===== config.mk =====
export PLATFORM = sky130hd
export DESIGN_NAME = playback_status_sequencer
export DESIGN_NICKNAME = d
export VERILOG_FILES = /design/src/design/pss_pkg.sv /design/src/design/pin_debouncer.sv /design/src/design/playback_status_sequencer.sv
export VERILOG_INCLUDE_DIRS = /design/src /design/src/design
export SDC_FILE = /design/constraint.sdc
export NUM_CORES = 1
export LEC_CHECK = 0
export ABC_AREA = 1
export BUFFER_PORTS_ARGS = -buffer_cell sky130_fd_sc_hd__buf_2
export CAP_MARGIN = 40
export CORE_ASPECT_RATIO = 0.75
export CORE_MARGIN = 5
export CORE_UTILIZATION = 35
export CTS_BUF_LIST = sky130_fd_sc_hd__clkbuf_2
export CTS_CLUSTER_SIZE = 10
export DETAILED_ROUTE_END_ITERATION = 7
export PLACE_DENSITY_LB_ADDON = 0.12
export SYNTH_ARGS = -nofsm -noshare
export SYNTH_HDL_FRONTEND = slang
export SYNTH_HIERARCHICAL = 1
export SYNTH_SLANG_ARGS = --single-unit

===== constraint.sdc =====
create_clock -name core_clk -period 2.7 [get_ports core_clk]
set_clock_uncertainty 0.05 [all_clocks]
set_input_delay 0.81 -clock core_clk [delete_from_list [all_inputs] [get_ports core_clk]]
set_output_delay 0.81 -clock core_clk [all_outputs]
set_load 0.02 [all_outputs]

===== src/design/pss_defs.svh =====
/*
 * Constants of the playback status sequencer: register offsets, field
 * positions, reset values and timing figures.
 * Assumes a 100 MHz core clock and a 32-bit APB with byte addresses.
 */
`ifndef PSS_DEFS_SVH
`define PSS_DEFS_SVH

// register byte offsets
`define REG_CTRL        8'h00
`define REG_DEBOUNCE    8'h04
`define REG_AMP_LEAD    8'h08
`define REG_AMP_HOLD    8'h0C
`define REG_STATE       8'h10
`define REG_PAD_COUNT   8'h14

// control register bits
`define CTRL_STANDALONE 0
`define CTRL_FLASH      1
`define CTRL_FAST       2
`define CTRL_ERR_CLR    3

// state register bits
`define ST_STATUS       0
`define ST_ERROR        1
`define ST_MSG_READY    2
`define ST_AMP_ON       3
`define ST_AWAKE        4
`define ST_PINS_EN      5
`define ST_PLAY_LSB     8
`define ST_SLEEP_LSB    12

// reset values
`define CTRL_RST        4'h0
`define DEBOUNCE_RST    8'h01
`define AMP_LEAD_RST    8'h01
`define AMP_HOLD_RST    16'h0001

// timing
`define CLK_NS          10
`define T_US_NS         1000
`define US_CYC          (`T_US_NS / `CLK_NS)
`define MS_US           1000
`define T_BOOT_MS       50
`define T_MSG_GAP_US    1000
`define T_MSG_OVR_US    120000
`define T_PIN_GUARD_MS  2
`define T_FLASH_TO_MS   20000
`define AMP_UNIT_MS     10
`define T_WAKE_DEEP_US_A 550
`define T_WAKE_DEEP_US_B 200
`define T_WAKE_PIN_US_A 510
`define T_WAKE_PIN_US_B 170
`define T_WAKE_LIGHT_US_A 50
`define T_WAKE_LIGHT_US_B 40

`endif


===== src/design/pss_pkg.sv =====
/*
 * Types of the playback status sequencer.
 * Assumes nothing beyond a SystemVerilog compiler.
 */
`default_nettype none
package pss_pkg;
	typedef enum logic [1:0] {P_IDLE, P_LEAD, P_PLAY, P_HOLD} play_st_t;
	typedef enum logic [1:0] {S_ACTIVE, S_SLEEP, S_DEEP, S_WAKE} sleep_st_t;

	// activity levels and the init completion flag reported by the sound core
	typedef struct packed {
		logic rec_active;
		logic tone_active;
		logic mem_check;
		logic self_check;
		logic init_done;
	} core_evt_t;

	typedef struct packed {
		logic       s1;
		logic       s2;
		logic       s3;
		logic [7:0] cnt;
		logic       valid;
		logic       chg;
	} deb_st_t;

	typedef struct packed {
		logic [7:0]  us_div;
		logic [9:0]  ms_div;
		logic        us_tick;
		logic        ms_tick;
		logic        booting;
		logic [5:0]  boot_cnt;
		logic        msg_ready;
		logic [16:0] msg_gap;
		logic        byte_accept;
		logic [15:0] pad_cnt;
		logic        pins_en;
		logic [1:0]  pin_guard;
		logic [7:0]  pin_prev;
		logic [7:0]  pin_event;
		play_st_t    pst;
		logic [19:0] amp_cnt;
		logic        amp_on;
		logic        amp_oe;
		logic        play_start;
		logic        flash_busy;
		logic [14:0] flash_cnt;
		logic        fail_pend;
		logic        error;
		logic        status;
		sleep_st_t   sst;
		logic        awake;
		logic [9:0]  wake_cnt;
		logic [3:0]  ctrl;
		logic [7:0]  deb_cfg;
		logic [7:0]  lead_cfg;
		logic [15:0] hold_cfg;
		logic        pready;
		logic        pslverr;
		logic [31:0] prdata;
	} seq_st_t;
endpackage : pss_pkg
`default_nettype wire


===== src/design/pin_debouncer.sv =====
/*
 * One control pin: three-stage synchroniser and stability filter that
 * counts sampling ticks.
 * Assumes sample_tick is a one-cycle pulse on core_clk.
 */
`include "pss_defs.svh"
`default_nettype none
module pin_debouncer import pss_pkg::*; (
	input  wire logic       core_clk,
	input  wire logic       rst_n,
	input  wire logic       clk_en,
	input  wire logic       sample_tick,
	input  wire logic       pin_raw,
	input  wire logic [7:0] stable_ticks,
	output logic            valid_o,
	output logic            change_o,
	output logic            sync_o
);
	deb_st_t    s_r;
	deb_st_t    s_nxt;
	logic [7:0] need;

	assign need = (stable_ticks == 8'h00) ? 8'h01 : stable_ticks;

	always_comb begin
		s_nxt     = s_r;
		s_nxt.s1  = pin_raw;
		s_nxt.s2  = s_r.s1;
		s_nxt.s3  = s_r.s2;
		s_nxt.chg = 1'b0;
		if (sample_tick) begin
			if (s_r.s2 == s_r.s3 && s_r.s3 != s_r.valid) begin
				if ({1'b0, s_r.cnt} + 9'h001 >= {1'b0, need}) begin
					s_nxt.valid = s_r.s3;
					s_nxt.chg   = 1'b1;
					s_nxt.cnt   = 8'h00;
				end else begin
					s_nxt.cnt = s_r.cnt + 8'h01;
				end
			end else begin
				s_nxt.cnt = 8'h00;
			end
		end
	end

	// pins idle high through pull-ups
	always_ff @(posedge core_clk or negedge rst_n) begin
		if (!rst_n) begin
			s_r <= '{s1: 1'b1, s2: 1'b1, s3: 1'b1, cnt: 8'h00, valid: 1'b1, chg: 1'b0};
		end else if (clk_en) begin
			s_r <= s_nxt;
		end
	end

	assign valid_o  = s_r.valid;
	assign change_o = s_r.chg;
	assign sync_o   = s_r.s3;

	a_deb_change: assert property (@(posedge core_clk) disable iff (!rst_n)
		(clk_en && !sample_tick) |=> !change_o)
		else $error("pin change outside a sampling tick");
endmodule : pin_debouncer
`default_nettype wire


===== src/design/playback_status_sequencer.sv =====
/*
 * Playback status sequencer: status and error outputs, message gating,
 * standalone pin filtering, sleep wake-up timing and amplifier enable.
 * Assumes a 100 MHz core_clk, an APB master, and event pulses from the
 * sound core on the same clock; control pins arrive asynchronously.
 */
`include "pss_defs.svh"
`default_nettype none
// Summary of operation
// status high during boot and any activity
// message reception enabled within 50 ms
// playback starts within 60 ms of status
// status updated within 6 ms after playback
// pins sampled on a 1 ms tick
// pin valid after 1 to 255 stable ticks
// pin detection enabled within 50 ms
// next pin operation ready 1 to 3 ms
// next message accepted within 1 ms
// overwrite message may need up to 120 ms
// padding bytes while not ready are discarded
// flash mode status rises within 70 us
// error rises within 40 us after status falls
// flash access times out after 20 s
// host deep-sleep wake within 550/200 us
// pin deep-sleep wake within 510/170 us
// host light-sleep wake within 50/40 us
// amplifier lead 10 to 2550 ms
// amplifier hold 10 to 655350 ms
// replay in hold restarts, skips lead
// pins ignored during amplifier lead
// amplifier pin undriven until first activation
module playback_status_sequencer import pss_pkg::*; #(
	parameter int          N_PINS      = 4,
	parameter logic [7:0]  US_CYC      = 8'(`US_CYC),
	parameter logic [9:0]  MS_US       = 10'(`MS_US),
	parameter logic [5:0]  BOOT_MS     = 6'(`T_BOOT_MS),
	parameter logic [14:0] FLASH_TO_MS = 15'(`T_FLASH_TO_MS)
) (
	input  wire logic              core_clk,
	input  wire logic              rst_n,
	input  wire logic              clk_en,
	input  wire logic              psel,
	input  wire logic              penable,
	input  wire logic              pwrite,
	input  wire logic [7:0]        paddr,
	input  wire logic [31:0]       pwdata,
	output logic      [31:0]       prdata,
	output logic                   pready,
	output logic                   pslverr,
	input  wire core_evt_t         core_evt,
	input  wire logic              msg_rx,
	input  wire logic              msg_overwrite,
	input  wire logic              byte_rx,
	input  wire logic              play_req,
	input  wire logic              play_done,
	input  wire logic              flash_done,
	input  wire logic              flash_fail,
	input  wire logic              sleep_request_message,
	input  wire logic              sleep_deep,
	input  wire logic              wake_request_message,
	input  wire logic [N_PINS-1:0] ctrl_pin,
	output logic                   status_out,
	output logic                   error_out,
	output logic                   msg_ready,
	output logic                   byte_accept,
	output logic      [N_PINS-1:0] pin_event,
	output logic      [N_PINS-1:0] pin_level,
	output logic                   play_start,
	output logic                   awake,
	output logic                   external_amp_enable,
	output logic                   external_amp_enable_oe
);
	seq_st_t           s;
	seq_st_t           n;
	logic [N_PINS-1:0] deb_chg;
	logic [N_PINS-1:0] pin_sync;
	logic              standalone;
	logic              fast;
	logic              activity;
	logic              pin_fall;

	function automatic logic [19:0] amp_ms(input logic [15:0] units);
		logic [15:0] u;
		u = (units == 16'h0000) ? 16'h0001 : units;
		amp_ms = 20'({4'h0, u}) * 20'(`AMP_UNIT_MS);
	endfunction : amp_ms

	genvar gi;
	generate
		for (gi = 0; gi < N_PINS; gi++) begin : g_pin
			pin_debouncer u_deb (
				.core_clk     (core_clk),
				.rst_n        (rst_n),
				.clk_en       (clk_en),
				.sample_tick  (s.ms_tick),
				.pin_raw      (ctrl_pin[gi]),
				.stable_ticks (s.deb_cfg),
				.valid_o      (pin_level[gi]),
				.change_o     (deb_chg[gi]),
				.sync_o       (pin_sync[gi])
			);
		end
	endgenerate

	assign standalone = s.ctrl[`CTRL_STANDALONE];
	assign fast       = s.ctrl[`CTRL_FAST];
	assign pin_fall   = |(s.pin_prev[N_PINS-1:0] & ~pin_sync);
	assign activity   = core_evt.rec_active | core_evt.tone_active | core_evt.mem_check
		| core_evt.self_check;

	always_comb begin
		n             = s;
		n.us_tick     = 1'b0;
		n.ms_tick     = 1'b0;
		n.byte_accept = 1'b0;
		n.play_start  = 1'b0;
		n.pin_event   = 8'h00;
		n.pready      = 1'b0;
		n.pslverr     = 1'b0;
		n.pin_prev    = 8'(pin_sync);

		// time base: tick derived from core_clk, so it shares its error
		if (s.us_div >= US_CYC - 8'h01) begin
			n.us_div  = 8'h00;
			n.us_tick = 1'b1;
			if (s.ms_div >= MS_US - 10'h001) begin
				n.ms_div  = 10'h000;
				n.ms_tick = 1'b1;
			end else begin
				n.ms_div = s.ms_div + 10'h001;
			end
		end else begin
			n.us_div = s.us_div + 8'h01;
		end

		// register bus; software clears come first so hardware sets win
		if (psel && !penable && !s.pready) begin
			n.pready = 1'b1;
			n.prdata = 32'h0000_0000;
			case (paddr)
				`REG_CTRL:      n.prdata = {28'h0, s.ctrl};
				`REG_DEBOUNCE:  n.prdata = {24'h0, s.deb_cfg};
				`REG_AMP_LEAD:  n.prdata = {24'h0, s.lead_cfg};
				`REG_AMP_HOLD:  n.prdata = {16'h0, s.hold_cfg};
				`REG_PAD_COUNT: n.prdata = {16'h0, s.pad_cnt};
				`REG_STATE: begin
					n.prdata[`ST_STATUS]    = s.status;
					n.prdata[`ST_ERROR]     = s.error;
					n.prdata[`ST_MSG_READY] = s.msg_ready;
					n.prdata[`ST_AMP_ON]    = s.amp_on;
					n.prdata[`ST_AWAKE]     = (s.sst == S_ACTIVE);
					n.prdata[`ST_PINS_EN]   = s.pins_en;
					n.prdata[`ST_PLAY_LSB+:2]  = s.pst;
					n.prdata[`ST_SLEEP_LSB+:2] = s.sst;
				end
				default: n.pslverr = 1'b1;
			endcase
		end
		if (psel && penable && s.pready && pwrite) begin
			case (paddr)
				`REG_CTRL: begin
					n.ctrl = pwdata[3:0] & 4'h7;
					if (pwdata[`CTRL_ERR_CLR]) begin
						n.error = 1'b0;
					end
				end
				`REG_DEBOUNCE:  n.deb_cfg  = pwdata[7:0];
				`REG_AMP_LEAD:  n.lead_cfg = pwdata[7:0];
				`REG_AMP_HOLD:  n.hold_cfg = pwdata[15:0];
				`REG_PAD_COUNT: n.pad_cnt  = 16'h0000;
				default: ;
			endcase
		end

		// boot: core init or the 50 ms ceiling, whichever comes first
		if (s.booting) begin
			if (core_evt.init_done || (s.ms_tick && s.boot_cnt >= BOOT_MS - 6'h01)) begin
				n.booting   = 1'b0;
				n.msg_ready = 1'b1;
			end else if (s.ms_tick) begin
				n.boot_cnt = s.boot_cnt + 6'h01;
			end
		end
		n.pins_en = !s.booting && !core_evt.self_check && standalone;

		// message gating
		if (s.msg_ready && msg_rx) begin
			n.msg_ready = 1'b0;
			n.msg_gap   = msg_overwrite ? 17'(`T_MSG_OVR_US - 1)
				: 17'(`T_MSG_GAP_US - 1);
			if (s.ctrl[`CTRL_FLASH]) begin
				n.flash_busy = 1'b1;
				n.flash_cnt  = 15'h0000;
			end
		end else if (!s.msg_ready && !s.booting && s.us_tick) begin
			if (s.msg_gap == 17'h00000) begin
				n.msg_ready = 1'b1;
			end else begin
				n.msg_gap = s.msg_gap - 17'h00001;
			end
		end
		if (byte_rx) begin
			if (s.msg_ready) begin
				n.byte_accept = 1'b1;
			end else begin
				n.pad_cnt = n.pad_cnt + 16'h0001;
			end
		end

		// flash access and failure report
		if (s.flash_busy) begin
			if (flash_done) begin
				n.flash_busy = 1'b0;
				n.fail_pend  = flash_fail;
			end else if (s.ms_tick) begin
				if (s.flash_cnt >= FLASH_TO_MS - 15'h0001) begin
					n.flash_busy = 1'b0;
					n.fail_pend  = 1'b1;
				end else begin
					n.flash_cnt = s.flash_cnt + 15'h0001;
				end
			end
		end
		if (s.fail_pend && !s.status) begin
			n.fail_pend = 1'b0;
			n.error     = 1'b1;
		end

		// standalone pins: blocked during lead, sleep and the post-event guard
		if (s.pin_guard != 2'h0 && s.ms_tick) begin
			n.pin_guard = s.pin_guard - 2'h1;
		end
		if (s.pins_en && s.pin_guard == 2'h0 && s.pst != P_LEAD && s.sst == S_ACTIVE
			&& |deb_chg) begin
			n.pin_event = 8'(deb_chg);
			n.pin_guard = 2'(`T_PIN_GUARD_MS);
		end

		// playback and amplifier enable
		case (s.pst)
			P_IDLE: begin
				if (play_req) begin
					if (standalone && !s.amp_on) begin
						n.pst     = P_LEAD;
						n.amp_on  = 1'b1;
						n.amp_oe  = 1'b1;
						n.amp_cnt = amp_ms({8'h00, s.lead_cfg});
					end else begin
						n.pst        = P_PLAY;
						n.play_start = 1'b1;
					end
				end
			end
			P_LEAD: begin
				if (s.ms_tick) begin
					if (s.amp_cnt == 20'h00000) begin
						n.pst        = P_PLAY;
						n.play_start = 1'b1;
					end else begin
						n.amp_cnt = s.amp_cnt - 20'h00001;
					end
				end
			end
			P_PLAY: begin
				if (play_done) begin
					n.pst = s.amp_on ? P_HOLD : P_IDLE;
					n.amp_cnt = amp_ms(s.hold_cfg);
				end
			end
			P_HOLD: begin
				if (play_req) begin
					n.pst        = P_PLAY;
					n.play_start = 1'b1;
				end else if (s.ms_tick) begin
					if (s.amp_cnt == 20'h00000) begin
						n.pst    = P_IDLE;
						n.amp_on = 1'b0;
					end else begin
						n.amp_cnt = s.amp_cnt - 20'h00001;
					end
				end
			end
			default: n.pst = P_IDLE;
		endcase

		// sleep and wake-up; counts stop one tick short so phase never overshoots
		case (s.sst)
			S_ACTIVE: begin
				if (sleep_request_message && !s.booting) begin
					n.sst = sleep_deep ? S_DEEP : S_SLEEP;
				end
			end
			S_SLEEP: begin
				if (wake_request_message) begin
					n.sst      = S_WAKE;
					n.wake_cnt = fast ? 10'(`T_WAKE_LIGHT_US_B - 1) : 10'(`T_WAKE_LIGHT_US_A - 1);
				end
			end
			S_DEEP: begin
				if (wake_request_message && !standalone) begin
					n.sst      = S_WAKE;
					n.wake_cnt = fast ? 10'(`T_WAKE_DEEP_US_B - 1) : 10'(`T_WAKE_DEEP_US_A - 1);
				end else if (pin_fall && standalone) begin
					n.sst      = S_WAKE;
					n.wake_cnt = fast ? 10'(`T_WAKE_PIN_US_B - 1) : 10'(`T_WAKE_PIN_US_A - 1);
				end
			end
			S_WAKE: begin
				if (s.us_tick) begin
					if (s.wake_cnt == 10'h000) begin
						n.sst = S_ACTIVE;
					end else begin
						n.wake_cnt = s.wake_cnt - 10'h001;
					end
				end
			end
			default: n.sst = S_ACTIVE;
		endcase
		n.awake = (n.sst == S_ACTIVE);

		n.status = n.booting || n.pst == P_PLAY || n.flash_busy || activity;
	end

	always_ff @(posedge core_clk or negedge rst_n) begin
		if (!rst_n) begin
			s          <= '0;
			s.booting  <= 1'b1;
			s.status   <= 1'b1;
			s.awake    <= 1'b1;
			s.pin_prev <= 8'hFF;
			s.ctrl     <= `CTRL_RST;
			s.deb_cfg  <= `DEBOUNCE_RST;
			s.lead_cfg <= `AMP_LEAD_RST;
			s.hold_cfg <= `AMP_HOLD_RST;
		end else if (clk_en) begin
			s <= n;
		end
	end

	assign prdata                 = s.prdata;
	assign pready                 = s.pready;
	assign pslverr                = s.pslverr;
	assign status_out             = s.status;
	assign error_out              = s.error;
	assign msg_ready              = s.msg_ready;
	assign byte_accept            = s.byte_accept;
	assign pin_event              = s.pin_event[N_PINS-1:0];
	assign play_start             = s.play_start;
	assign awake                  = s.awake;
	assign external_amp_enable    = s.amp_on;
	assign external_amp_enable_oe = s.amp_oe;

	a_boot_status: assert property (@(posedge core_clk) disable iff (!rst_n)
		s.booting |-> status_out && !msg_ready)
		else $error("status low or messages open during boot");
	a_boot_bound: assert property (@(posedge core_clk) disable iff (!rst_n)
		s.booting |-> s.boot_cnt < BOOT_MS)
		else $error("boot exceeded its ceiling");
	a_play_status: assert property (@(posedge core_clk) disable iff (!rst_n)
		play_start |-> status_out)
		else $error("playback started with status low");
	a_play_end: assert property (@(posedge core_clk) disable iff (!rst_n)
		(clk_en && s.pst == P_PLAY && play_done && !activity && !s.flash_busy
		&& !s.booting) |=> !status_out)
		else $error("status not updated after playback end");
	a_msg_gate: assert property (@(posedge core_clk) disable iff (!rst_n)
		(clk_en && msg_rx && msg_ready) |=> !msg_ready)
		else $error("message window not closed after a message");
	a_pad_drop: assert property (@(posedge core_clk) disable iff (!rst_n)
		(clk_en && byte_rx && !msg_ready) |=> !byte_accept)
		else $error("padding byte accepted");
	a_flash_rise: assert property (@(posedge core_clk) disable iff (!rst_n)
		(clk_en && msg_rx && msg_ready && s.ctrl[`CTRL_FLASH]) |=> status_out)
		else $error("status not raised for flash message");
	a_err_rise: assert property (@(posedge core_clk) disable iff (!rst_n)
		(clk_en && s.fail_pend && !status_out) |=> error_out)
		else $error("error not raised after status fell");
	a_lead_pins: assert property (@(posedge core_clk) disable iff (!rst_n)
		(clk_en && s.pst == P_LEAD) |=> pin_event == '0)
		else $error("pin event during amplifier lead");
	a_hold_replay: assert property (@(posedge core_clk) disable iff (!rst_n)
		(clk_en && s.pst == P_HOLD && play_req) |=> play_start && external_amp_enable)
		else $error("replay in hold did not start at once");
	a_amp_float: assert property (@(posedge core_clk) disable iff (!rst_n)
		external_amp_enable |-> external_amp_enable_oe)
		else $error("amplifier enable high while undriven");
endmodule : playback_status_sequencer
`default_nettype wire


Word level (Yosys, flattened, before mapping)
Cells that the tools add are included.
{"block": "classes", "mux": 104, "n_mul": 2, "reduce_logical": 82, "div": 0, "shifts": 0, "addsub": 17, "bitwise_logic": 6, "eq_ne": 33, "order_cmp": 8}
{"operator": "$mux W16", "count": 6}
{"operator": "$mux W8", "count": 12}
{"operator": "$pmux W22 S4", "count": 1}
{"operator": "$mux W17", "count": 5}
{"operator": "$mux W10", "count": 7}
{"operator": "$mux W22", "count": 3}
{"operator": "$add A8 B1 Y8 const B", "count": 5}
{"operator": "$add A8 B1 Y9 const B", "count": 4}
{"operator": "$ge A9 B8 Y1", "count": 4}
{"operator": "$mux W18", "count": 2}
{"operator": "$pmux W6 S6", "count": 1}
{"operator": "$mux W34", "count": 1}
{"operator": "$mux W2", "count": 16}
{"operator": "$reduce_and A4 Y1", "count": 8}
{"operator": "$mux W1", "count": 30}
{"operator": "$mux W15", "count": 2}
{"operator": "$pmux W10 S3", "count": 1}
{"operator": "$logic_and A1 B1 Y1", "count": 25}
{"operator": "$mux W25", "count": 1}
{"operator": "$logic_not A8 Y1", "count": 3}
{"operator": "$mux W23", "count": 1}
{"operator": "$ne A2 B2 Y1 const B", "count": 11}
{"operator": "$mux W21", "count": 1}
{"operator": "$logic_not A20 Y1", "count": 1}
{"operator": "other kinds (51)", "count": 101}
{"block": "word_totals", "n_memories": 0, "output_inout_bits": 50, "word_cells": 310, "mem_bits_ro": 0, "latchBits": 0, "regBits": 251, "inputBits": 65, "ram_bits": 0}

Logic depth before layout (Yosys ltp)
Gate-level depths: netlist of run 1.
{"block": "logic_depth", "word_depth": 10, "mapped_depth": 19}

By module
Netlist of run 1, hierarchy kept.
{"module": "playback_status_sequencer", "area_each_um2": 12429.4, "cells_per_inst": 1719, "n_inst": 1, "seq_area_each_um2": 4591.9}
{"module": "pin_debouncer", "area_each_um2": 882.1, "cells_per_inst": 110, "n_inst": 4, "seq_area_each_um2": 330.3}

Worst setup path after synthesis of run 1
OpenSTA, ideal clock, no wires.
{"block": "synth_path", "kind": "input port to flip-flop", "from": "input port paddr[0]", "to": "register s[156] (netlist name)", "setup_slack_ns": 0.298, "required_time_ns": 2.532, "t_arrival_ns": 2.234, "setup_ns": 0.118, "path_stages": 14, "path_cell_list": "inv_1 nand2_2 nor2_4 nand3_2 buf_6 nand2_1 inv_1 ha_1 nand2_1 or2_4 nor2_1 nand2_1 xor2_1 inv_1"}
{"block": "synth_via", "elab_chain_len": 6}
{"element": "start, declared", "line": "playback_status_sequencer.sv:45", "rtl": "input wire logic [7:0] paddr,"}
{"element": "$eq A8 B5 Y1 *", "line": "playback_status_sequencer.sv:160", "rtl": "case (paddr)"}
{"element": "$mux W16 *", "line": "playback_status_sequencer.sv:160"}
{"element": "$mux W16 *", "line": "playback_status_sequencer.sv:159", "rtl": "if (psel && penable && s.pready && pwrite) begin"}
{"element": "$add A16 B1 Y16", "line": "playback_status_sequencer.sv:206", "rtl": "n.pad_cnt = n.pad_cnt + 16'h0001;"}
{"element": "$mux W16", "line": "playback_status_sequencer.sv:203", "rtl": "if (s.msg_ready) begin"}
{"element": "$mux W17 *", "line": "playback_status_sequencer.sv:202", "rtl": "if (byte_rx) begin"}
{"element": "end signal, assigned", "line": "playback_status_sequencer.sv:336", "rtl": "s <= n;"}
{"element": "end, declared", "line": "playback_status_sequencer.sv:73", "rtl": "seq_st_t s;"}
Mark *: on every way between the ends. The rest lies on a longest branch, timed or not.
A chain may end at the register's enable or synchronous reset.

Worst setup path in the final report of run 1
{"block": "layout_path", "from": "register s[47] (netlist name)", "to": "register s[121] (netlist name)"}
{"block": "layout_via", "elab_chain_len": 5}
{"element": "$logic_not A16 Y1", "line": "playback_status_sequencer.sv:84", "rtl": "u = (units == 16'h0000) ? 16'h0001 : units;"}
{"element": "$mux W16 *", "line": "playback_status_sequencer.sv:84"}
{"element": "$mul A16 B3 Y19 *", "line": "playback_status_sequencer.sv:85", "rtl": "amp_ms = 20'({4'h0, u}) * 20'(`AMP_UNIT_MS);"}
{"element": "$mux W22 *", "line": "playback_status_sequencer.sv:265", "rtl": "if (play_done) begin"}
{"element": "$pmux W22 S4 *", "line": "playback_status_sequencer.sv:240", "rtl": "case (s.pst)"}
Mark *: on every way between the ends. The rest lies on a longest branch, timed or not. The select of a mux whose other input is x is not followed.

==> flow_summary.ini, run 1 <==
[run_status]
status = complete, no violations

[pwr]
p_sw_w = 0.00396
p_seq_share_pct = 45.4
power.density_mw_per_mm2 = 562
ir_worst_vdd_uv = 175
p_total_w = 0.0101
clock_power_share_pct = 27.8
switching_share_pct = 39.2
p_int_w = 0.00614
pwr-share-comb_pct = 26.8
power_leakage_nw = 9.06

[detailed_routing]
dr.pass1.iters = 5
drt_iter0_markers = 985
wl_per_cell_um = 15.8
wl_mm = 46.9
post-route-drc-count = 0
vias = 14600
drt-met1-wl_mm = 24.3
highest_layer = met4
ant_nets = 0
met2_length_mm = 19.1
vias_per_cell = 4.95
dr_wl_met3_mm = 2.57

[sta]
tightest_slew_ns = 0.622
min_period_over_period_pct = 95.6
min_period_ns = 2.58
drv_slew = 0
setup_viol = 0
fmax_ghz = 0.388
rsz0062_at_grt = true
hold_ws_ns = 0.130
setup_slack_ns = 0.120
max_slew_margin_pct = 58.3
hold_viol_final = 0

[synthesis]
synth_area_leaders = dfrtp_1, nand2_1, inv_1
synth_ff_type = dfrtp_1
yosysTopAreaCell = dfrtp_1
async_flop_share_pct = 100
yosysWarnings = 6
synth_top_area_share_pct = 32.8
synth_common_cells = nand2_1, inv_1, dfrtp_1
avgSynthCellArea_um2 = 7.39
ys_ff_latch = 235
yosysMostFrequentCell = nand2_1
synth_edf_count = 0
netlist_area_mm2 = 0.0160
syn_inst = 2159
ys_seq_area_share_pct = 37.1
yosysUniqueCellTypes = 59

[global_route]
grt_max_degree = 57
grt-ovfl-total = 0
antenna_found_initial = 1
grt_pass1_wl_mm = 75.4
grt_pass1_vias = 14100
grt_usage_pct = 18.4

[clock_tree]
path_clk_slew_ns = 0.12
clock_path_buffers = 3
clock-sinks = 235
cts_root_buf = clkbuf_2
cts_buffers = 69
tritoncts = built
htreeDepth = 3
clock_latency_ns = 0.93

[final_layout]
final_cells = 2957
regArea_mm2 = 0.00591
nets = 2474
multiInputGateArea_mm2 = 0.00841
drive_gt1_share_pct = 16.6
area_delta_synth_final_pct = 12.7
fillCellCount = 4690

[worst_setup_path]
endpoint_kind = flop
startpoint = s[47]$_DFFE_PN0P_
reg2reg_to = s[121]$_DFFE_PN0P_
crit_fanout = 3
r2r_cells = 17
crit_path_end = s[121]$_DFFE_PN0P_
regToRegSetupSlack_ns = 0.12
arrival_ns = 3.28
rr_startpoint = s[47]$_DFFE_PN0P_
crit_type = flop to flop
startpoint_type = flop
cp_data_required_time_ns = 3.40

[die]
rows = 67
die_area_mm2 = 0.0500
dieHeight_um = 195
core_area_mm2 = 0.0448
fp.dieW_um = 257
start_util_pct = 35.6
ios = 115

[placed_design]
dp.cells = 2820
port_buffers = 82
dp_slack_ns = -0.00630
dp_hpwl_mm = 35.4
place_congestion = 0.891

[worst_hold_path]
min_path_type = input port to flop

[job]
maxCapViolations = 0
-- sequential cells by signal (all words and copies together), names as in the netlist, 4 cells and up --
name,count
g_pin.u_deb/sync_o,4
g_pin.u_deb/valid_o,4
s,152
g_pin.u_deb/s_nxt,8
g_pin.u_deb/s_r,32
g_pin.u_deb/change_o,4
prdata,16
pin_event,4
-- through the flow --
step,setup TNS [ns],utilization (%),instance area (um2)
floorplan,0,-,16000
global placement,0,38.3,17200
detailed placement,-0.00630,38.3,17200
CTS,0,39.9,17900
global route,-0.0420,40.1,18000
finish,0,40.1,18000
-- how the worst min path moves through the flow --
stage	start	endpoint	slack [ns]	cells after the start
after floorplan	s[186]$_DFFE_PN0P_	s[186]$_DFFE_PN0P_	0.39	1
after global placement	external_amp_enable_oe$_DFFE_PN0P_	external_amp_enable_oe$_DFFE_PN0P_	0.40	2
after detailed placement	external_amp_enable_oe$_DFFE_PN0P_	external_amp_enable_oe$_DFFE_PN0P_	0.40	2
after CTS	ctrl_pin[1]	g_pin[1].u_deb/s_nxt[11]$_DFFE_PN1P_	0.002	2
after global routing	byte_rx	byte_accept$_DFFE_PN0P_	0.01	3
final	byte_rx	byte_accept$_DFFE_PN0P_	0.13	3
-- final cells by class --
class                           count  area share (%)
Multi-Input combinational cell   1531            46.7
Sequential cell                   235            32.9
Inverter                          313            6.53
Timing Repair Buffer              167            6.34
Tap cell                          586            4.08
Clock buffer                      104            2.89
Clock inverter                     18           0.529
Antenna cell                        3          0.0417
-- repair_timing --
action,CTS,global route
hold buffers,10,1
setup endpoints to repair,3,9
gates resized for setup,1,20
hold endpoints to repair,52,1
buffers inserted,0,1
pin swaps,1,10
-- power by group through the flow --
stage,combinational (W),sequential (W),clock (W)
global route,0.00312,0.00467,0.00314
floorplan,0.00204,0.00452,0
detailed placement,0.00269,0.00464,0
CTS,0.00272,0.00459,0.00295
global placement,0.00266,0.00464,0
finish,0.00271,0.00459,0.00281
-- layer usage --
metal	GRT usage, %	vias to the layer above
li1	-	7360
met1	28.0	6907
met2	26.3	303
met3	4.01	73
met4	5.07	0
met5	0	-
-- critical path, stage by stage, from the launching register on --
cell and delay [ns]:
dfrtp_1 0.42, nor4_2 0.28, nand3_1 0.14, nand2_2 0.14, ha_4 0.15, ha_4 0.13
inv_2 0.04, fa_2 0.34, inv_2 0.08, nand3_2 0.06, nand2_2 0.10, nand3_2 0.07
nand3_2 0.09, nand2_1 0.05, nand2_1 0.08, o21ai_2 0.05, nand2_1 0.08, nand2_1 0.05
-- kinds of logic (layout without fill, tap and decap cells) --
logic type               Yosys count  after routing  share of synthesized area (%)
AO/OA/AOI/OAI                    372            372                           13.2
XOR/XNOR                          67             67                           3.68
adder cells (fa/ha/maj)           92             92                           7.31
buffers and inverters            408            602                           11.1
flip-flops                       235            235                           37.1
multiplexers                       8              8                          0.565
other                              1             19                         0.0235
AND/OR/NAND/NOR                  976            976                           27.1
-- layout by cell type, fill, tap and decap left out, types with 26 or more instances in the layout --
cell type and instances:
nand4_1 36, clkbuf_2 104, buf_4 69, nand3_1 126
a21oi_1 93, inv_1 300, o22ai_1 27, o21ai_0 139
dfstp_2 26, buf_2 81, nand2_1 511, xor2_1 57
dfrtp_1 209, o21ai_1 44, nor3_1 33, nor2_1 176
ha_1 88
(Power assumes the default switching activity.)
==> run 2: changes to the inputs <==
--- a/config.mk
+++ b/config.mk
@@ -8,9 +8,7 @@
 export LEC_CHECK = 0
 export ABC_AREA = 1
 export BUFFER_PORTS_ARGS = -buffer_cell sky130_fd_sc_hd__buf_2
-export CAP_MARGIN = 40
 export CORE_ASPECT_RATIO = 0.75
-export CORE_MARGIN = 5
 export CORE_UTILIZATION = 35
 export CTS_BUF_LIST = sky130_fd_sc_hd__clkbuf_2
 export CTS_CLUSTER_SIZE = 10
==> flow_summary.ini, run 2 (synthesis results as in run 1) <==
[run_status]
status = complete, no violations

[die]
die_area_mm2 = 0.0465
start_util_pct = 35.6
dieHeight_um = 187
ios = 115
rows = 67
fp.dieW_um = 249
core_area_mm2 = 0.0448

[detailed_routing]
vias = 14500
dr.pass1.iters = 7
drt_iter0_markers = 1009
ant_nets = 0
wl_per_cell_um = 15.4
wl_mm = 45.7
vias_per_cell = 4.89
post-route-drc-count = 0

[final_layout]
drive_gt1_share_pct = 16.3
area_delta_synth_final_pct = 13.1
final_cell_mix = nand2_1, inv_1, dfrtp_1
fin_util_pct = 40.2
largest-register = s
final_cells = 2961
final_common_cell = nand2_1
largest_reg_flops = 152
nets = 2475

[clock_tree]
cts_root_buf = clkbuf_2
htreeDepth = 3
clock_path_buffers = 3
clock_latency_ns = 0.98
clock-sinks = 235
cts_buffers = 69
path_clk_slew_ns = 0.12
tritoncts = built

[worst_setup_path]
critPathSlowestCell = dfrtp_1
path_cells = nor4_2 > nand3_1 > nand2_2 > ha_4 > ha_4 > inv_2 > fa_2 > inv_2 > buf_6 > nand2_4 > nand2_4 > nand2_2 > nand2_1 > nand2_1 > nand3_1 > nand3_1 > nand2_1 > inv_1
cp_data_required_time_ns = 3.54
crit_type = flop to flop
startpoint_type = flop
arrival_ns = 3.40
crit_fanout = 3
slowest_delay_ns = 0.42
endpoint_kind = flop

[global_route]
grt_usage_pct = 20.0
grt-ovfl-total = 0
grt_pass1_wl_mm = 74.5
antenna_found_initial = 4
grt_max_degree = 67
grt_pass1_vias = 14100

[pwr]
clock_power_share_pct = 27.8
p_int_w = 0.00612
ir_worst_vdd_uv = 209
pwr-share-comb_pct = 26.8
power.density_mw_per_mm2 = 560
switching_share_pct = 39.4
p_seq_share_pct = 45.4
power_leakage_nw = 9.06
p_sw_w = 0.00398

[sta]
min_period_ns = 2.57
setup_slack_ns = 0.133
max_slew_margin_pct = 56.5
rsz0062_at_grt = true
drv_slew = 0
hold_viol_final = 0
fmax_ghz = 0.390
setup_viol = 0
tightest_slew_ns = 0.645
min_period_over_period_pct = 95.1

[worst_hold_path]
min_path_type = input port to flop

[placed_design]
dp_hpwl_mm = 34.3
port_buffers = 82
place_congestion = 0.903
dp.cells = 2814
dp_slack_ns = -0.0490

[job]
maxCapViolations = 0
==> run 2: cell types whose count changed in the layout (fill, tap and decap cells not counted), sizes merged <==
cell,change
dlygate4sd3,+6
clkinv,+4
buf,-5
diode,+2
clkinvlp,+3
inv,-2
clkbuf,-4
==> run 2: final timing paths <==
kind,from,end,slack (ns),cells past startpoint
max,s[47]$_DFFE_PN0P_,s[117]$_DFFE_PN0P_,0.13,18
min,pwdata[0],s[58]$_DFFE_PN1P_,0.11,3
max reg2reg,s[47]$_DFFE_PN0P_,s[117]$_DFFE_PN0P_,0.13,18
min reg2reg,g_pin[2].u_deb/sync_o$_DFFE_PN1P_,s[137]$_DFFE_PN1P_,0.41,2
max in group asynchronous,rst_n,g_pin[0].u_deb/s_nxt[11]$_DFFE_PN1P_,1.43,3
min in group asynchronous,rst_n,s[101]$_DFFE_PN0P_,0.35,2
==> run 2: metal layers <==
layer / GRT usage [%] / share of wire, %
met5: 0 / 0.022
met4: 6.26 / 2.4
met3: 5.32 / 6.2
met2: 28.7 / 41
met1: 29.0 / 51
==> run 2: layout make-up <==
type | instances | area (um2)
Clock inverter | 23 | 126
Antenna cell | 5 | 12.5
Sequential cell | 235 | 5910
Fill cell | 4748 | 26800
Clock buffer | 100 | 500
Inverter | 313 | 1170
Multi-Input combinational cell | 1531 | 8420
Tap cell | 586 | 733
Timing Repair Buffer | 168 | 1160
==> run 2: through the flow <==
step | total power [W] | cell area (um2) | TNS, ns | hold slack (ns)
6_report | 0.0101 | 18000 | 0 | 0.110
2_1_floorplan | 0.00656 | 16000 | 0 | 0.387
3_3_place_gp | 0.00728 | 17100 | -0.0536 | 0.405
5_1_grt | 0.0109 | 18000 | -0.205 | 0.00212
4_1_cts | 0.0103 | 17900 | -0.00664 | 0.00596
3_5_place_dp | 0.00733 | 17100 | -0.0628 | 0.408
==> run 2: timing repair <==
action	4_1_cts	5_1_grt
resized for setup	6	22
hold endpoints to repair	73	0
setup buffers	2	0
setup endpoints to repair	6	12
hold buffers	17	0
pin swaps	3	9
==> run 2: power groups by stage <==
stage	clock [W]	combinational, W	sequential (W)
2_1_floorplan	0	0.00204	0.00452
3_3_place_gp	0	0.00264	0.00463
3_5_place_dp	0	0.00269	0.00464
4_1_cts	0.00297	0.00272	0.00458
5_1_grt	0.00314	0.00313	0.00467
6_report	0.00281	0.00271	0.00458
==> run 2: critical path, delay by kind of cell (launching register included) <==
kind                     cells  cell delay (ns)
adder cells (fa/ha/maj)      3             0.58
buffers and inverters        4             0.26
flip-flops                   1             0.42
AND/OR/NAND/NOR             11             1.12
